[src/design/sis_pkg.sv]
// Purpose: Constants for the system init sequencer
// Assumes: 10 MHz clock, APB register access
// Notes:
package sis_pkg;
    localparam logic [7:0]  SIS_OFS_CTRL    = 8'h00;
    localparam logic [7:0]  SIS_OFS_SEL     = 8'h04;
    localparam logic [7:0]  SIS_OFS_STATUS  = 8'h08;
    localparam logic [7:0]  SIS_OFS_CCR     = 8'h0C;
    localparam logic [7:0]  SIS_OFS_ATR     = 8'h10;
    localparam logic [7:0]  SIS_OFS_MASK    = 8'h14;
    localparam logic [7:0]  SIS_OFS_UNIT    = 8'h18;
    localparam int          SIS_NEL         = 8;
    localparam logic [15:0] SIS_CCR_RST     = 16'h0000;
    localparam logic [15:0] SIS_CCR_SET_CONFIGURATION_COMMAND    = 16'h00FF;
    localparam logic [31:0] SIS_ATR_RST     = 32'h0000_0000;
    localparam int          SIS_ATR_SLOT1_LSB = 4;
    localparam logic [7:0]  SIS_LOC_PSW     = 8'h00;
    localparam logic [7:0]  SIS_LOC_CCW1    = 8'h08;
    localparam logic [7:0]  SIS_LOC_CCW2    = 8'h10;
    localparam logic [7:0]  SIS_PSA_BYTES   = 8'h18;
    localparam int          SIS_CTRL_GO     = 0;
    localparam int          SIS_CTRL_LOAD   = 1;
    localparam int          SIS_CTRL_CONS   = 2;
    localparam int          SIS_CTRL_PWRUP  = 3;
    localparam int          SIS_CTRL_RECONF = 4;
    typedef enum logic [3:0] {
        SIS_IDLE, SIS_RESET, SIS_SLOT, SIS_SET_CONFIGURATION_COMMAND, SIS_SET_TRANSLATION_COMMAND,
        SIS_LOAD, SIS_WAIT, SIS_PSW, SIS_DONE
    } sis_state_t;
endpackage : sis_pkg

[src/design/sis_top.sv]
// Purpose: System reset, load and restart sequencer of a computing element
// Assumes: One 10 MHz clock; peer lines synchronous
// Notes: Registers over APB
//
// Implementation choices: the register addresses and the APB interface to the registers.
`timescale 1ns/1ps
`default_nettype none
module sis_top
    import sis_pkg::*;
(
    input  wire logic        CLK_I,
    input  wire logic        RST_N_I,
    input  wire logic        PSEL_I,
    input  wire logic        PENABLE_I,
    input  wire logic        PWRITE_I,
    input  wire logic [7:0]  PADDR_I,
    input  wire logic [31:0] PWDATA_I,
    output logic      [31:0] PRDATA_O,
    output logic             PREADY_O,
    output logic             PSLVERR_O,
    input  wire logic        LOCK_KEY_I,
    input  wire logic        CE_SELECTED_I,
    input  wire logic [7:0]  TEST_STATE0_I,
    input  wire logic [7:0]  CONFIGURED_I,
    input  wire logic [7:0]  UNIT_OWNED_I,
    input  wire logic [7:0]  UNIT_CONFIGURABLE_I,
    input  wire logic        DIAG_MODE_I,
    input  wire logic        STATE01_I,
    input  wire logic        RESPONSE_I,
    output logic             CMD_STROBE_O,
    output logic [7:0]       SYS_RESET_O,
    output logic [7:0]       SUB_RESET_O,
    output logic [7:0]       SET_CONFIGURATION_COMMAND_O,
    output logic             SET_TRANSLATION_COMMAND_O,
    output logic             LOAD_CHANNEL_REQUEST_O,
    output logic             DUMP_DONE_O,
    output logic             CHAN_RESET_O,
    output logic             DEV_RESET_O,
    output logic             PSW_FETCH_O,
    output logic [7:0]       FETCH_ADDR_O,
    output logic             BUSY_O
);
    // ------------------------------------------------------------
    // Registers
    // ------------------------------------------------------------
    sis_state_t  state_q;
    logic        sys_q;
    logic        load_q;
    logic        pwr_q;
    logic        blocked_q;
    logic [3:0]  se_sel_q;
    logic [2:0]  unit_q;
    logic [15:0] ccr_q;
    logic [31:0] atr_q;
    logic [7:0]  mask_q;
    logic        in_reset_q;
    logic        chan_rst_q;
    logic [31:0] prdata_q;
    logic        wr;
    logic        rd;
    logic        go;
    logic        sys_req;
    logic        req_ok;

    function automatic logic [7:0] unit_hot(input logic [2:0] u);
        unit_hot = 8'h01 << u;
    endfunction : unit_hot

    assign wr = PSEL_I && PENABLE_I && PWRITE_I;
    assign rd = PSEL_I && PENABLE_I && !PWRITE_I;
    assign go = wr && (PADDR_I == SIS_OFS_CTRL) && PWDATA_I[SIS_CTRL_GO];
    assign sys_req = PWDATA_I[SIS_CTRL_LOAD] ? LOCK_KEY_I : LOCK_KEY_I;
    assign req_ok = !(PWDATA_I[SIS_CTRL_CONS] && LOCK_KEY_I && CE_SELECTED_I);

    // ------------------------------------------------------------
    // APB slave
    // ------------------------------------------------------------
    assign PREADY_O = 1'b1;
    assign PSLVERR_O = PSEL_I && PENABLE_I && (PADDR_I > SIS_OFS_UNIT);
    assign PRDATA_O = prdata_q;

    always_comb begin
        prdata_q = 32'h0000_0000;
        if (PADDR_I == SIS_OFS_SEL) begin
            prdata_q = {25'h0, unit_q, se_sel_q};
        end else if (PADDR_I == SIS_OFS_STATUS) begin
            prdata_q = {21'h0, blocked_q, in_reset_q, sys_q, load_q, 3'h0, state_q};
        end else if (PADDR_I == SIS_OFS_CCR) begin
            prdata_q = {16'h0, ccr_q};
        end else if (PADDR_I == SIS_OFS_ATR) begin
            prdata_q = atr_q;
        end else if (PADDR_I == SIS_OFS_MASK) begin
            prdata_q = {24'h0, mask_q};
        end else if (PADDR_I == SIS_OFS_UNIT) begin
            prdata_q = {29'h0, unit_q};
        end
    end

    always_ff @(posedge CLK_I) begin
        if (!RST_N_I) begin
            se_sel_q <= 4'h0;
            unit_q   <= 3'h0;
        end else if (wr && (PADDR_I == SIS_OFS_SEL)) begin
            se_sel_q <= PWDATA_I[3:0];
            unit_q   <= PWDATA_I[6:4];
        end
    end

    // ------------------------------------------------------------
    // Sequencer
    // ------------------------------------------------------------
    always_ff @(posedge CLK_I) begin
        if (!RST_N_I) begin
            state_q   <= SIS_IDLE;
            sys_q     <= 1'b0;
            load_q    <= 1'b0;
            pwr_q     <= 1'b0;
            blocked_q <= 1'b0;
        end else begin
            case (state_q)
                SIS_IDLE: begin
                    if (go && PWDATA_I[SIS_CTRL_PWRUP]) begin
                        pwr_q <= 1'b1;
                    end else if (go && !req_ok) begin
                        blocked_q <= 1'b1;
                    end else if (go && !PWDATA_I[SIS_CTRL_LOAD] && !LOCK_KEY_I) begin
                        sys_q     <= 1'b0;
                        load_q    <= 1'b0;
                        blocked_q <= 1'b0;
                        state_q   <= SIS_RESET;
                    end else if (go) begin
                        sys_q     <= sys_req;
                        load_q    <= PWDATA_I[SIS_CTRL_LOAD];
                        blocked_q <= 1'b0;
                        state_q   <= SIS_RESET;
                    end else begin
                        pwr_q <= 1'b0;
                    end
                end
                SIS_RESET: state_q <= sys_q ? SIS_SLOT : (load_q ? SIS_SET_TRANSLATION_COMMAND : SIS_PSW);
                SIS_SLOT:  state_q <= SIS_SET_CONFIGURATION_COMMAND;
                SIS_SET_CONFIGURATION_COMMAND:  state_q <= SIS_SET_TRANSLATION_COMMAND;
                SIS_SET_TRANSLATION_COMMAND:  state_q <= load_q ? SIS_LOAD : SIS_PSW;
                SIS_LOAD:  state_q <= SIS_WAIT;
                SIS_WAIT:  state_q <= RESPONSE_I ? SIS_PSW : SIS_WAIT;
                SIS_PSW:   state_q <= SIS_DONE;
                SIS_DONE:  state_q <= SIS_IDLE;
                default:   state_q <= SIS_IDLE;
            endcase
        end
    end

    // ------------------------------------------------------------
    // Configuration and translation state
    // ------------------------------------------------------------
    always_ff @(posedge CLK_I) begin
        if (!RST_N_I) begin
            ccr_q <= SIS_CCR_RST;
            atr_q <= SIS_ATR_RST;
        end else if ((state_q == SIS_RESET && sys_q) || pwr_q) begin
            ccr_q <= SIS_CCR_SET_CONFIGURATION_COMMAND;
            atr_q <= SIS_ATR_RST;
        end else if (state_q == SIS_SLOT) begin
            atr_q[SIS_ATR_SLOT1_LSB +: 4] <= se_sel_q;
        end else if (wr && PADDR_I == SIS_OFS_CCR && !in_reset_q) begin
            ccr_q <= PWDATA_I[15:0];
        end
    end

    always_ff @(posedge CLK_I) begin
        if (!RST_N_I) begin
            mask_q <= 8'h00;
        end else if (wr && PADDR_I == SIS_OFS_MASK) begin
            mask_q <= PWDATA_I[7:0];
        end
    end

    always_ff @(posedge CLK_I) begin
        if (!RST_N_I) begin
            in_reset_q <= 1'b0;
        end else if (state_q == SIS_RESET || pwr_q) begin
            in_reset_q <= 1'b1;
        end else if (state_q == SIS_DONE || (state_q == SIS_IDLE && !pwr_q)) begin
            in_reset_q <= 1'b0;
        end
    end

    always_ff @(posedge CLK_I) begin
        if (!RST_N_I) begin
            chan_rst_q <= 1'b0;
        end else begin
            chan_rst_q <= (state_q == SIS_RESET) ||
                          (wr && PADDR_I == SIS_OFS_CTRL && PWDATA_I[SIS_CTRL_RECONF] &&
                           DIAG_MODE_I && STATE01_I);
        end
    end

    // ------------------------------------------------------------
    // Outputs
    // ------------------------------------------------------------
    always_ff @(posedge CLK_I) begin
        if (!RST_N_I) begin
            SYS_RESET_O            <= 8'h00;
            SUB_RESET_O            <= 8'h00;
            SET_CONFIGURATION_COMMAND_O                 <= 8'h00;
            SET_TRANSLATION_COMMAND_O                 <= 1'b0;
            LOAD_CHANNEL_REQUEST_O <= 1'b0;
            DUMP_DONE_O            <= 1'b0;
            CHAN_RESET_O           <= 1'b0;
            DEV_RESET_O            <= 1'b0;
            PSW_FETCH_O            <= 1'b0;
            FETCH_ADDR_O           <= 8'h00;
            CMD_STROBE_O           <= 1'b0;
            BUSY_O                 <= 1'b0;
        end else begin
            SYS_RESET_O  <= (state_q == SIS_RESET && sys_q) ? ~TEST_STATE0_I : 8'h00;
            SUB_RESET_O  <= (state_q == SIS_RESET && !sys_q) ?
                            (CONFIGURED_I & (UNIT_OWNED_I | ~UNIT_CONFIGURABLE_I)) :
                            8'h00;
            DUMP_DONE_O  <= state_q == SIS_RESET && !sys_q;
            SET_CONFIGURATION_COMMAND_O       <= (state_q == SIS_SET_CONFIGURATION_COMMAND) ? mask_q : 8'h00;
            SET_TRANSLATION_COMMAND_O       <= state_q == SIS_SET_TRANSLATION_COMMAND;
            CMD_STROBE_O <= state_q == SIS_SET_CONFIGURATION_COMMAND || state_q == SIS_SET_TRANSLATION_COMMAND;
            LOAD_CHANNEL_REQUEST_O <= (state_q == SIS_LOAD) ||
                                      (state_q == SIS_WAIT && !RESPONSE_I);
            CHAN_RESET_O <= chan_rst_q;
            DEV_RESET_O  <= chan_rst_q;
            PSW_FETCH_O  <= state_q == SIS_PSW;
            FETCH_ADDR_O <= (state_q == SIS_LOAD) ? SIS_LOC_CCW1 : SIS_LOC_PSW;
            BUSY_O       <= state_q != SIS_IDLE;
        end
    end
    // PREFIX_SAVE_AREA layout is read by the channel element: SIS_LOC_CCW2, SIS_PSA_BYTES.
    logic unused_ok;
    assign unused_ok = ^{SIS_LOC_CCW2, SIS_PSA_BYTES, unit_hot(unit_q)};
endmodule : sis_top
`default_nettype wire

[config.mk]
export PLATFORM = sky130hd
export DESIGN_NAME = sis_top
export DESIGN_NICKNAME = d
export VERILOG_FILES = /design/src/design/sis_pkg.sv /design/src/design/sis_top.sv
export SDC_FILE = /design/constraint.sdc
export NUM_CORES = 1
export LEC_CHECK = 0
export BUFFER_PORTS_ARGS = -buffer_cell sky130_fd_sc_hd__clkbuf_2
export CORE_AREA = 2 2 91 93
export CTS_BUF_LIST = sky130_fd_sc_hd__clkbuf_2
export CTS_CLUSTER_DIAMETER = 200
export DETAILED_ROUTE_END_ITERATION = 10
export DIE_AREA = 0 0 93 95
export PLACE_DENSITY = 0.75
export SYNTH_ARGS = -nofsm -noshare
export SYNTH_HDL_FRONTEND = slang
export SYNTH_SLANG_ARGS = --single-unit
[constraint.sdc]
create_clock -name CLK_I -period 10.78 [get_ports CLK_I]
set_clock_uncertainty 0.15 [all_clocks]
set_input_delay 3.234 -clock CLK_I [delete_from_list [all_inputs] [get_ports CLK_I]]
set_output_delay 3.234 -clock CLK_I [all_outputs]
set_load 0.02 [all_outputs]
[Word level (Yosys, flattened, before mapping)]
Index checks and enable logic that the tools add are counted.
Operators by class
  magnitude comparators: 1
  equal/unequal tests: 21
  muxes and demuxes: 32
  bitwise operators: 8
  reduce and logical (&&, ||, !) cells: 51
Operator list (count)
  8-bit two-way mux: 5
  16-bit two-way mux: 2
  32-bit two-way mux: 1
  4-bit one-hot mux with 8 select lines: 1
  8-bit by 5-bit equality test with 1-bit output (second input constant): 3
  1-bit logical AND: 22
  4-bit two-way mux: 5
  4-bit by 3-bit equality test with 1-bit output (second input constant): 4
  8-bit by 4-bit equality test with 1-bit output (second input constant): 2
  8-bit NOT: 2
  1-bit two-way mux: 14
  2-bit inequality test (second input constant): 5
  2-bit AND reduction: 5
  8-bit AND: 1
  4-bit by 2-bit equality test with 1-bit output (second input constant): 2
  8-bit by 3-bit equality test with 1-bit output (second input constant): 1
  8-bit by 5-bit > comparator with 1-bit output (second input constant): 1
  8-bit zero test: 1
  8-bit bitwise OR: 1
  4-bit AND reduction: 2
  1-bit zero test: 6
  1-bit logical OR: 6
  3-bit two-way mux: 2
  3-bit AND reduction: 2
  11 further kinds: 17
Word-level totals
  flip-flop bits (word level): 84
  input bits: 82
  output and inout bits: 74

[Depth between registers and ports, before layout]
Gate-level depths: netlist of run 1.
  depth in word-level cells: 10
  depth in mapped cells: 7

[Least setup slack after synthesis of run 1]
Ideal clock, no wire load.
  path type: in2out
  start point: input port PADDR_I[5]
  end point: output port PRDATA_O[7]
  arrival time: 4.852 ns
  data required time: 7.396 ns
  path slack: 2.544 ns
  stages: 4
  cells stage by stage: or4b_1 > or4_1 > o2bb2ai_1 > a2bb2oi_1
Between the ends
  word-level cells in the longest chain between the ends: 6
  elaborated cells on any way between the ends: 10
  those cells by class: 5 x eq/ne; 5 x mux
RTL lines
  start, declared: RTL line sis_top.sv:16  | input wire logic [7:0] PADDR_I,
  8-bit by 5-bit equality test with 1-bit output: RTL line sis_top.sv:92  | end else if (PADDR_I == SIS_OFS_MASK) begin
  8-bit two-way mux: RTL line sis_top.sv:92
  8-bit two-way mux: RTL line sis_top.sv:90  | end else if (PADDR_I == SIS_OFS_ATR) begin
  16-bit two-way mux: RTL line sis_top.sv:88  | end else if (PADDR_I == SIS_OFS_CCR) begin
  16-bit two-way mux: RTL line sis_top.sv:86  | end else if (PADDR_I == SIS_OFS_STATUS) begin
  32-bit two-way mux *: RTL line sis_top.sv:84  | if (PADDR_I == SIS_OFS_SEL) begin
  end, declared: RTL line sis_top.sv:18  | output logic [31:0] PRDATA_O,
Every way passes the cells marked *; elsewhere a longest branch is shown, timed or not.

[Final worst setup path of run 1]
Ends and elaborated chain as after synthesis.

==> results of run 1 <==
[critical path: stages]
cell       delay (ns)
clkbuf_2         0.11
nor4_2           0.86
and3_1           0.54
o2bb2ai_1        0.16
a2bb2oi_1        0.24
clkbuf_2         0.21
[cell usage after synthesis]
cell	number
or4_1	2
o31ai_1	1
buf_4	25
buf_6	3
nor4_1	2
o22ai_1	4
nand2_1	7
nor3_1	7
conb_1	2
nand3b_1	3
and4_1	1
nor4b_1	4
or4b_4	1
a22o_1	6
buf_2	8
a2111oi_0	1
nand4_1	2
nor2b_1	1
o32ai_1	1
nor3_4	1
and2_1	14
mux2i_1	24
buf_1	1
nand3_1	24
a31oi_1	11
or3_1	3
o2bb2ai_1	1
and2_0	1
nand2b_1	2
o21ai_0	32
a311oi_1	1
a211oi_1	1
and3_1	4
nor4b_4	1
inv_1	12
dfxtp_1	77
a22oi_1	4
or2_2	1
a2bb2oi_1	1
clkbuf_1	10
nor2_1	56
o22a_1	3
or4b_1	1
a21oi_1	21
a21o_1	3
[sequential cells by signal (all words and copies together), names as in the netlist]
signal,count
BUSY_O,1
CMD_STROBE_O,1
DEV_RESET_O,1
DUMP_DONE_O,1
FETCH_ADDR_O,1
LOAD_CHANNEL_REQUEST_O,1
PSW_FETCH_O,1
SET_CONFIGURATION_COMMAND_O,8
SET_TRANSLATION_COMMAND_O,1
SUB_RESET_O,8
SYS_RESET_O,8
atr_q,4
blocked_q,1
ccr_q,16
chan_rst_q,1
in_reset_q,1
load_q,1
mask_q,8
pwr_q,1
se_sel_q,4
state_q,4
sys_q,1
unit_q,3
[cell usage in the layout, fill, tap and decap left out, drive strengths merged, types with 12 or more instances in the layout]
| master | n |
|---|---|
| clkbuf | 124 |
| nor2 | 56 |
| mux2i | 24 |
| inv | 12 |
| and2 | 15 |
| a21oi | 21 |
| nand3 | 24 |
| o21ai | 32 |
| conb | 24 |
| dfxtp | 77 |
[path summary, 6_finish.rpt]
kind                                  from          end  cells past startpoint
worst min-delay path            chan_rst_q  DEV_RESET_O                      1
worst max register to register  state_q[0]    ccr_q[11]                      4
worst max-delay path            PADDR_I[5]  PRDATA_O[7]                      6
worst min register to register  chan_rst_q  DEV_RESET_O                      1
[per-stage QoR]
| step | hold WS, ns | total power, W | area [sq um] |
|---|---|---|---|
| after floorplan | 0.262 | 0.000450 | 3490 |
| after global placement | 0.273 | 0.000486 | 3910 |
| after detailed placement | 0.271 | 0.000489 | 3910 |
| after CTS | 0.308 | 0.000641 | 4020 |
| after global routing | 0.326 | 0.000674 | 4020 |
| final | 0.300 | 0.000641 | 4020 |
[metal layers]
layer / up-vias / GRT usage, % / part of all wire [%]
met1: 1512 / 25.9 / 43
met3: 13 / 4.63 / 7.2
met2: 130 / 34.0 / 48
met5: - / 0 / 0
li1: 1538 / - / -
met4: 0 / 7.72 / 1.5
[logic make-up (layout without fill, tap and decap cells)]
family | Yosys count | in the layout
DFF | 77 | 77
and+or+nand+nor | 138 | 138
AOI/OAI and AO/OA | 91 | 91
other | 2 | 24
muxes | 24 | 24
buffers and inverters | 59 | 144
[where the power goes]
group          switching, W  internal [W]  leakage, nW
clock network      0.000103     0.0000518       0.0630
registers         0.0000333      0.000310        0.623
logic             0.0000899     0.0000525         1.14
[cell type report]
| cell class | instances | area (sq um) |
|---|---|---|
| inverters | 12 | 45.0 |
| repair buffers | 116 | 583 |
| flip-flops and latches | 77 | 1540 |
| clock buffers | 9 | 45.0 |
| clock inverters | 7 | 66.3 |
| multi-input cells | 277 | 1610 |
| well taps | 105 | 131 |
| fillers | 808 | 3910 |
==> run_results.csv, run 1 <==
group,metric,value,unit
run_status,status,"finished clean",
hold_path,hold_path_class,"reg2reg",
placement,place.gp.congestion,0.871,
logic_synthesis,netlist_instances,391,
placement,dpl.hpwl,6630,microns
power,p_per_area,159,mW/mm^2
detailed_routing,routed_wl,8960,microns
placement,dp.cells,587,
logic_synthesis,synth_compound_area_share,16.1,%
global_routing,track_usage,20.4,%
detailed_routing,final_antenna_net_count,0,
logic_synthesis,synth_mux_area_share,7.04,%
sta,fmax,114,MHz
global_routing,grt_max_degree,32,
clock_network,cts_resized,0,
floorplan,die_h,95,microns
clock_network,holdBufCountCts,0,
detailed_routing,routedWlPerCell,14.9,microns
sta,rsz0062_at_grt,"no",
clock_network,cts_sinks,77,
clock_network,worstSkewPairLatency,0.53,ns
clock_network,cts_setup_buffers,0,
setup_path,path_class,"in2out",
layout,n_antenna_cell,0,
logic_synthesis,synth_xor_area_share,0,%
layout,fin_cells,603,
detailed_routing,drc,0,
layout,finish.utilization,50.7,%
sta,setup_tns,0,ns
setup_path,end_kind,"primary output",
floorplan,initial_core_util,43.0,%
clock_network,cts_made_buffers,9,
logic_synthesis,ys_seq_area_share,45.2,%
logic_synthesis,synth_seq_cells,77,
job,cap_violations,0,
clock_network,clk_path_buf_depth,2,
sta,worst_slack,2.03,ns
global_routing,grt_pass1_wl,14100,microns
sta,worst_pin_slew,0.978,ns
placement,place_ws,2.10,ns
clock_network,cts_root_buffer,"clkbuf_2",
logic_synthesis,avgSynthCellArea,8.72,sq um
detailed_routing,drtIter0Drc,235,
logic_synthesis,synth_top_family_by_area,"simple AND/OR/NAND/NOR gates",
detailed_routing,firstDrtPassIters,5,
logic_synthesis,yosysTopAreaCellShare,45.2,%
sta,post-route-period-util,81.2,%
logic_synthesis,netlist_area,0.00341,sq mm
detailed_routing,dr_total_vias,3193,
global_routing,gr-total-overflow,0,
setup_path,critical_path_arrival,5.37,ns
placement,port-buffer-count,115,
clock_network,clkTransAtPathRegs,0.21,ns
layout,drive_gt1_share,27.1,%
setup_path,critPathRequiredTime,7.40,ns
setup_path,critPathLaunchType,"input port",
floorplan,dieArea,0.00884,sq mm
floorplan,num_io_pins,156,
power,p_leak,1.83,nW
global_routing,antenna_found_initial,0,
logic_synthesis,yosysWarnings,0,
layout,areaGrowthSynthToFinish,17.9,%
sta,relSlewSlack,34.3,%
clock_network,tritoncts,"built",
layout,num-nets-final,575,
floorplan,core_area,0.00793,sq mm
logic_synthesis,synth_largest_area_cell,"dfxtp_1",
logic_synthesis,synth_fa_ha_area_share,0,%
logic_synthesis,synthSimpleGateAreaFrac,21.2,%
sta,setup_viol,0,
setup_path,r2r_slack,8.11,ns
sta,fin_crit,8.75,ns
floorplan,fp-row-count,33,
sta,hold_viol,0,
clock_network,cts-htree-levels,3,
logic_synthesis,yosys-top-cells-area,"dfxtp_1 45%, mux2i_1 7.0%, nor2_1 6.2%, buf_4 5.5%, o21ai_0 4.7%",
power,vdd_ir_drop_max,0.0000597,V
logic_synthesis,synth_cell_type_count,45,
sta,final-max-slew-violation-count,0,
global_routing,grt_pass1_vias,2919,
floorplan,die_w,93,microns
setup_path,path_max_fanout,11,
detailed_routing,vias_per_cell,5.30,
Note: power is estimated with default switching activity, not from simulation.
==> run 2: changes to the inputs <==
--- a/config.mk
+++ b/config.mk
@@ -6,12 +6,12 @@
 export NUM_CORES = 1
 export LEC_CHECK = 0
 export BUFFER_PORTS_ARGS = -buffer_cell sky130_fd_sc_hd__clkbuf_2
-export CORE_AREA = 2 2 91 93
+export CORE_AREA = 2 2 92 94
 export CTS_BUF_LIST = sky130_fd_sc_hd__clkbuf_2
 export CTS_CLUSTER_DIAMETER = 200
 export DETAILED_ROUTE_END_ITERATION = 10
-export DIE_AREA = 0 0 93 95
-export PLACE_DENSITY = 0.75
+export DIE_AREA = 0 0 94 96
+export PLACE_DENSITY = 0.77
 export SYNTH_ARGS = -nofsm -noshare
 export SYNTH_HDL_FRONTEND = slang
 export SYNTH_SLANG_ARGS = --single-unit
==> constraint.sdc (replaced) <==
create_clock -name CLK_I -period 7.7 [get_ports CLK_I]
set_clock_uncertainty 0.15 [all_clocks]
set_input_delay 2.31 -clock CLK_I [delete_from_list [all_inputs] [get_ports CLK_I]]
set_output_delay 2.31 -clock CLK_I [all_outputs]
set_load 0.02 [all_outputs]
==> run_results.csv, run 2 (synthesis gave the netlist of run 1 again) <==
group,metric,value,unit
floorplan,fp-row-count,33,
detailed_routing,firstDrtPassIters,5,
layout,num-nets-final,576,
job,cap_violations,0,
sta,fmax,150,MHz
clock_network,cts_setup_buffers,0,
setup_path,r2r_slack,5.02,ns
detailed_routing,drc,0,
global_routing,gr-total-overflow,0,
clock_network,cts_resized,0,
power,p_leak,1.84,nW
global_routing,grt_max_degree,32,
global_routing,antenna_found_initial,0,
setup_path,path_delay_family,"simple AND/OR/NAND/NOR gates",
detailed_routing,routed_wl,8630,microns
detailed_routing,routedWlPerCell,14.3,microns
placement,place_ws,1.06,ns
layout,drive_gt1_share,27.1,%
floorplan,core_area,0.00805,sq mm
global_routing,grt_pass1_vias,2867,
layout,areaGrowthSynthToFinish,17.7,%
sta,post-route-period-util,86.8,%
sta,rsz0062_at_grt,"no",
power,p_per_area,222,mW/mm^2
sta,worst_slack,1.01,ns
setup_path,crit_slowest_cell,"or4b_1",
power,vdd_ir_drop_max,0.0000828,V
sta,final-max-slew-violation-count,0,
clock_network,cts-htree-levels,3,
clock_network,worstSkewPairLatency,0.53,ns
placement,port-buffer-count,115,
detailed_routing,dr_total_vias,3166,
setup_path,max_stage_delay,0.63,ns
sta,fin_crit,6.69,ns
sta,relSlewSlack,36.6,%
power,power,0.000891,W
detailed_routing,final_antenna_net_count,0,
setup_path,path_common_cell,"clkbuf_2",
clock_network,cts_sinks,77,
setup_path,path_max_fanout,6,
clock_network,clk_path_buf_depth,2,
sta,setup_viol,0,
layout,regMostFlops,"ccr_q",
floorplan,dieArea,0.00902,sq mm
floorplan,initial_core_util,42.4,%
clock_network,cts_made_buffers,9,
setup_path,end_kind,"primary output",
global_routing,grt_pass1_wl,13700,microns
floorplan,die_w,94,microns
placement,place.gp.congestion,0.969,
run_status,status,"finished clean",
setup_path,cp_cell_sequence,"clkbuf_2, or4b_1, or4_1, o2bb2ai_1, a2bb2oi_1, clkbuf_2",
sta,worst_pin_slew,0.950,ns
layout,layout_commonest_cell,"clkbuf_2",
detailed_routing,drtIter0Drc,258,
setup_path,path_class,"in2out",
placement,dpl.hpwl,6580,microns
sta,setup_tns,0,ns
clock_network,cts_root_buffer,"clkbuf_2",
hold_path,hold_path_class,"reg2reg",
global_routing,track_usage,19.5,%
layout,fillers,825,
setup_path,critPathBufInv,2,
floorplan,num_io_pins,156,
clock_network,tritoncts,"built",
sta,hold_viol,0,
setup_path,critPathLaunchType,"input port",
floorplan,die_h,96,microns
setup_path,critical_path_arrival,4.23,ns
setup_path,critPathRequiredTime,5.24,ns
layout,n_antenna_cell,0,
layout,largest_register_ffs,16,
clock_network,holdBufCountCts,0,
clock_network,clkTransAtPathRegs,0.23,ns
detailed_routing,vias_per_cell,5.25,
layout,final_cell_mix,"125 x clkbuf_2, 77 x dfxtp_1, 56 x nor2_1",
-- run 2: cell type report --
class | count | area (sq um) | area share (%)
multi-input combinational | 277 | 1600 | 40.0
sequential | 77 | 1540 | 38.4
tap | 105 | 131 | 3.27
clock inverter | 5 | 52.6 | 1.31
inverter | 12 | 45.0 | 1.12
clock buffer | 10 | 50.0 | 1.25
timing repair buffer | 117 | 591 | 14.7
-- run 2: per-stage QoR --
stage          area, sq um  hold WS, ns  cells  utilization (%)
4_1_cts               4020        0.314    603             49.9
2_1_floorplan         3490        0.262    413                -
3_3_place_gp          3910        0.272    588             48.6
6_report              4020        0.290    603             49.9
3_5_place_dp          3910        0.272    588             48.6
5_1_grt               4020        0.346    603             49.9
-- run 2: tightest hold or removal path, cell delays in order, from the launching register on --
cell and delay (ns):
dfxtp_1 0.36, inv_1 0.05, a21oi_1 0.05
-- run 2: power breakdown --
group / leakage (nW) / internal, W / switching, W
clock: 0.0692 / 0.0000732 / 0.000140
sequential: 0.623 / 0.000434 / 0.0000445
combinational: 1.15 / 0.0000736 / 0.000125
-- run 2: worst paths after layout --
path | cells after the start | startpoint | endpoint
setup / recovery | 6 | PADDR_I[5] | PRDATA_O[7]
hold / removal | 2 | pwr_q | in_reset_q
setup reg to reg | 4 | state_q[0] | ccr_q[15]
hold reg to reg | 2 | pwr_q | in_reset_q
-- run 2: layer usage --
metal,GRT usage (%),vias up,part of all wire [%]
li1,-,1535,-
met1,24.4,1472,42
met2,31.8,145,48
met3,5.95,14,9.4
met4,7.37,0,1.4
met5,0,-,0
==> run 3: changes to the inputs <==
--- a/config.mk
+++ b/config.mk
@@ -6,12 +6,14 @@
 export NUM_CORES = 1
 export LEC_CHECK = 0
 export BUFFER_PORTS_ARGS = -buffer_cell sky130_fd_sc_hd__clkbuf_2
-export CORE_AREA = 2 2 92 94
+export CELL_PAD_IN_SITES_DETAIL_PLACEMENT = 0
+export CELL_PAD_IN_SITES_GLOBAL_PLACEMENT = 1
+export CORE_AREA = 2 2 108 110
 export CTS_BUF_LIST = sky130_fd_sc_hd__clkbuf_2
 export CTS_CLUSTER_DIAMETER = 200
 export DETAILED_ROUTE_END_ITERATION = 10
-export DIE_AREA = 0 0 94 96
-export PLACE_DENSITY = 0.77
+export DIE_AREA = 0 0 110 112
+export PLACE_DENSITY_LB_ADDON = 0.1
 export SYNTH_ARGS = -nofsm -noshare
 export SYNTH_HDL_FRONTEND = slang
 export SYNTH_SLANG_ARGS = --single-unit
==> run_results.csv, run 3 (synthesis gave the netlist of run 1 again) <==
group,metric,value,unit
run_status,status,"finished clean",
hold_path,hold_path_class,"reg2reg",
sta,post-route-period-util,87.2,%
layout,finish.utilization,36.5,%
clock_network,clkTransAtPathRegs,0.20,ns
clock_network,clk_path_buf_depth,2,
floorplan,fp-row-count,39,
layout,multi_input_area,0.00160,sq mm
detailed_routing,vias_per_cell,4.80,
sta,setup_tns,0,ns
clock_network,tritoncts,"built",
layout,seqCellArea,0.00154,sq mm
sta,setup_viol,0,
setup_path,r2r-end,"ccr_q[11]",
floorplan,core_area,0.0112,sq mm
floorplan,dieArea,0.0123,sq mm
sta,hold_viol,0,
layout,drive_gt1_share,27.4,%
global_routing,grt_max_degree,32,
clock_network,worstSkewPairLatency,0.56,ns
detailed_routing,final_antenna_net_count,0,
setup_path,path_max_fanout,6,
global_routing,grt_pass1_wl,15100,microns
detailed_routing,dr_total_vias,3085,
sta,relSlewSlack,30.9,%
placement,port-buffer-count,115,
detailed_routing,routed_wl,9870,microns
hold_path,hold_end,"DEV_RESET_O",
setup_path,r2r_slack,5.13,ns
sta,fin_crit,6.71,ns
sta,final-max-slew-violation-count,0,
clock_network,cts-htree-levels,3,
layout,regMostFlops,"ccr_q",
floorplan,initial_core_util,30.5,%
global_routing,track_usage,16.4,%
clock_network,cts_sinks,77,
power,p_per_area,222,mW/mm^2
setup_path,end_kind,"primary output",
clock_network,cts_root_buffer,"clkbuf_2",
placement,place_ws,0.982,ns
floorplan,die_w,110,microns
global_routing,antenna_found_initial,0,
placement,place.gp.congestion,0.794,
sta,worst_pin_slew,1.03,ns
floorplan,num_io_pins,156,
setup_path,critPathLaunchType,"input port",
clock_network,cts_setup_buffers,0,
setup_path,r2r_cells,5,
setup_path,r2r_start,"state_q[2]",
layout,n_antenna_cell,0,
setup_path,path_class,"in2out",
floorplan,die_h,112,microns
power,vdd_ir_drop_max,0.0000913,V
layout,layout_commonest_cell,"clkbuf_2",
placement,dp.cells,627,
clock_network,cts_made_buffers,9,
setup_path,critical_path_arrival,4.25,ns
layout,fillers,1222,
setup_path,critPathRequiredTime,5.24,ns
sta,worst_slack,0.985,ns
detailed_routing,drtIter0Drc,179,
clock_network,holdBufCountCts,0,
sta,rsz0062_at_grt,"no",
detailed_routing,routedWlPerCell,15.3,microns
hold_path,min_from,"chan_rst_q",
job,cap_violations,0,
layout,final_cell_mix,"126 x clkbuf_2, 77 x dfxtp_1, 56 x nor2_1",
clock_network,cts_resized,0,
layout,largest_register_ffs,16,
hold_path,hold-path-cell-count,1,
power,p_leak,1.84,nW
sta,fmax,149,MHz
detailed_routing,drc,0,
global_routing,gr-total-overflow,0,
placement,dpl.hpwl,7200,microns
detailed_routing,firstDrtPassIters,5,
layout,num-nets-final,577,
layout,areaGrowthSynthToFinish,19.4,%
global_routing,grt_pass1_vias,2795,
layout,fin_cells,643,
==> run 3: cell types whose count changed in the layout (fill, tap and decap cells not counted), sizes merged <==
cell / previous run / this run
clkinvlp: 0 / 1
buf: 2 / 3
clkbuf: 125 / 126
clkinv: 4 / 3
==> run 3: critical path: stages <==
cell	delay, ns
clkbuf_2	0.10
or4b_1	0.64
or4_1	0.54
o2bb2ai_1	0.18
a2bb2oi_1	0.26
clkbuf_2	0.22
==> run 3: routing by layer <==
layer / wire [microns] / GRT usage [%]
met4: 252 / 8.10
met3: 600 / 3.63
met5: 0 / 0
met1: 4690 / 23.0
met2: 4330 / 23.4
==> run 3: area by class of cell <==
class,instances,share of cell area [%]
clock inverter,5,1.26
timing repair buffer,118,14.7
multi-input combinational,277,39.4
sequential,77,37.8
clock buffer,11,1.35
tap,143,4.39
inverter,12,1.11
==> run 3: worst max path at each step <==
stage                     startpoint           to  slack, ns
final                     PADDR_I[5]  PRDATA_O[7]       0.99
after global routing      PADDR_I[5]  PRDATA_O[7]       0.90
after CTS                 PADDR_I[5]  PRDATA_O[7]       0.98
after detailed placement  PADDR_I[5]  PRDATA_O[7]       0.98
after global placement    PADDR_I[5]  PRDATA_O[7]       0.99
after floorplan           PADDR_I[5]  PRDATA_O[7]       1.31
==> run 3: through the flow <==
| stage | cell area (sq um) | hold WS (ns) | total power [W] |
|---|---|---|---|
| 2_1_floorplan | 3490 | 0.262 | 0.000631 |
| 3_3_place_gp | 3970 | 0.276 | 0.000694 |
| 3_5_place_dp | 3970 | 0.274 | 0.000694 |
| 4_1_cts | 4070 | 0.321 | 0.000913 |
| 5_1_grt | 4070 | 0.366 | 0.000960 |
| 6_report | 4070 | 0.314 | 0.000905 |
==> run 3: where the power goes <==
part           internal, W  total [W]  switching, W
Clock            0.0000754   0.000220      0.000144
Sequential        0.000434   0.000480     0.0000461
Combinational    0.0000766   0.000205      0.000129
Total             0.000586   0.000905      0.000319
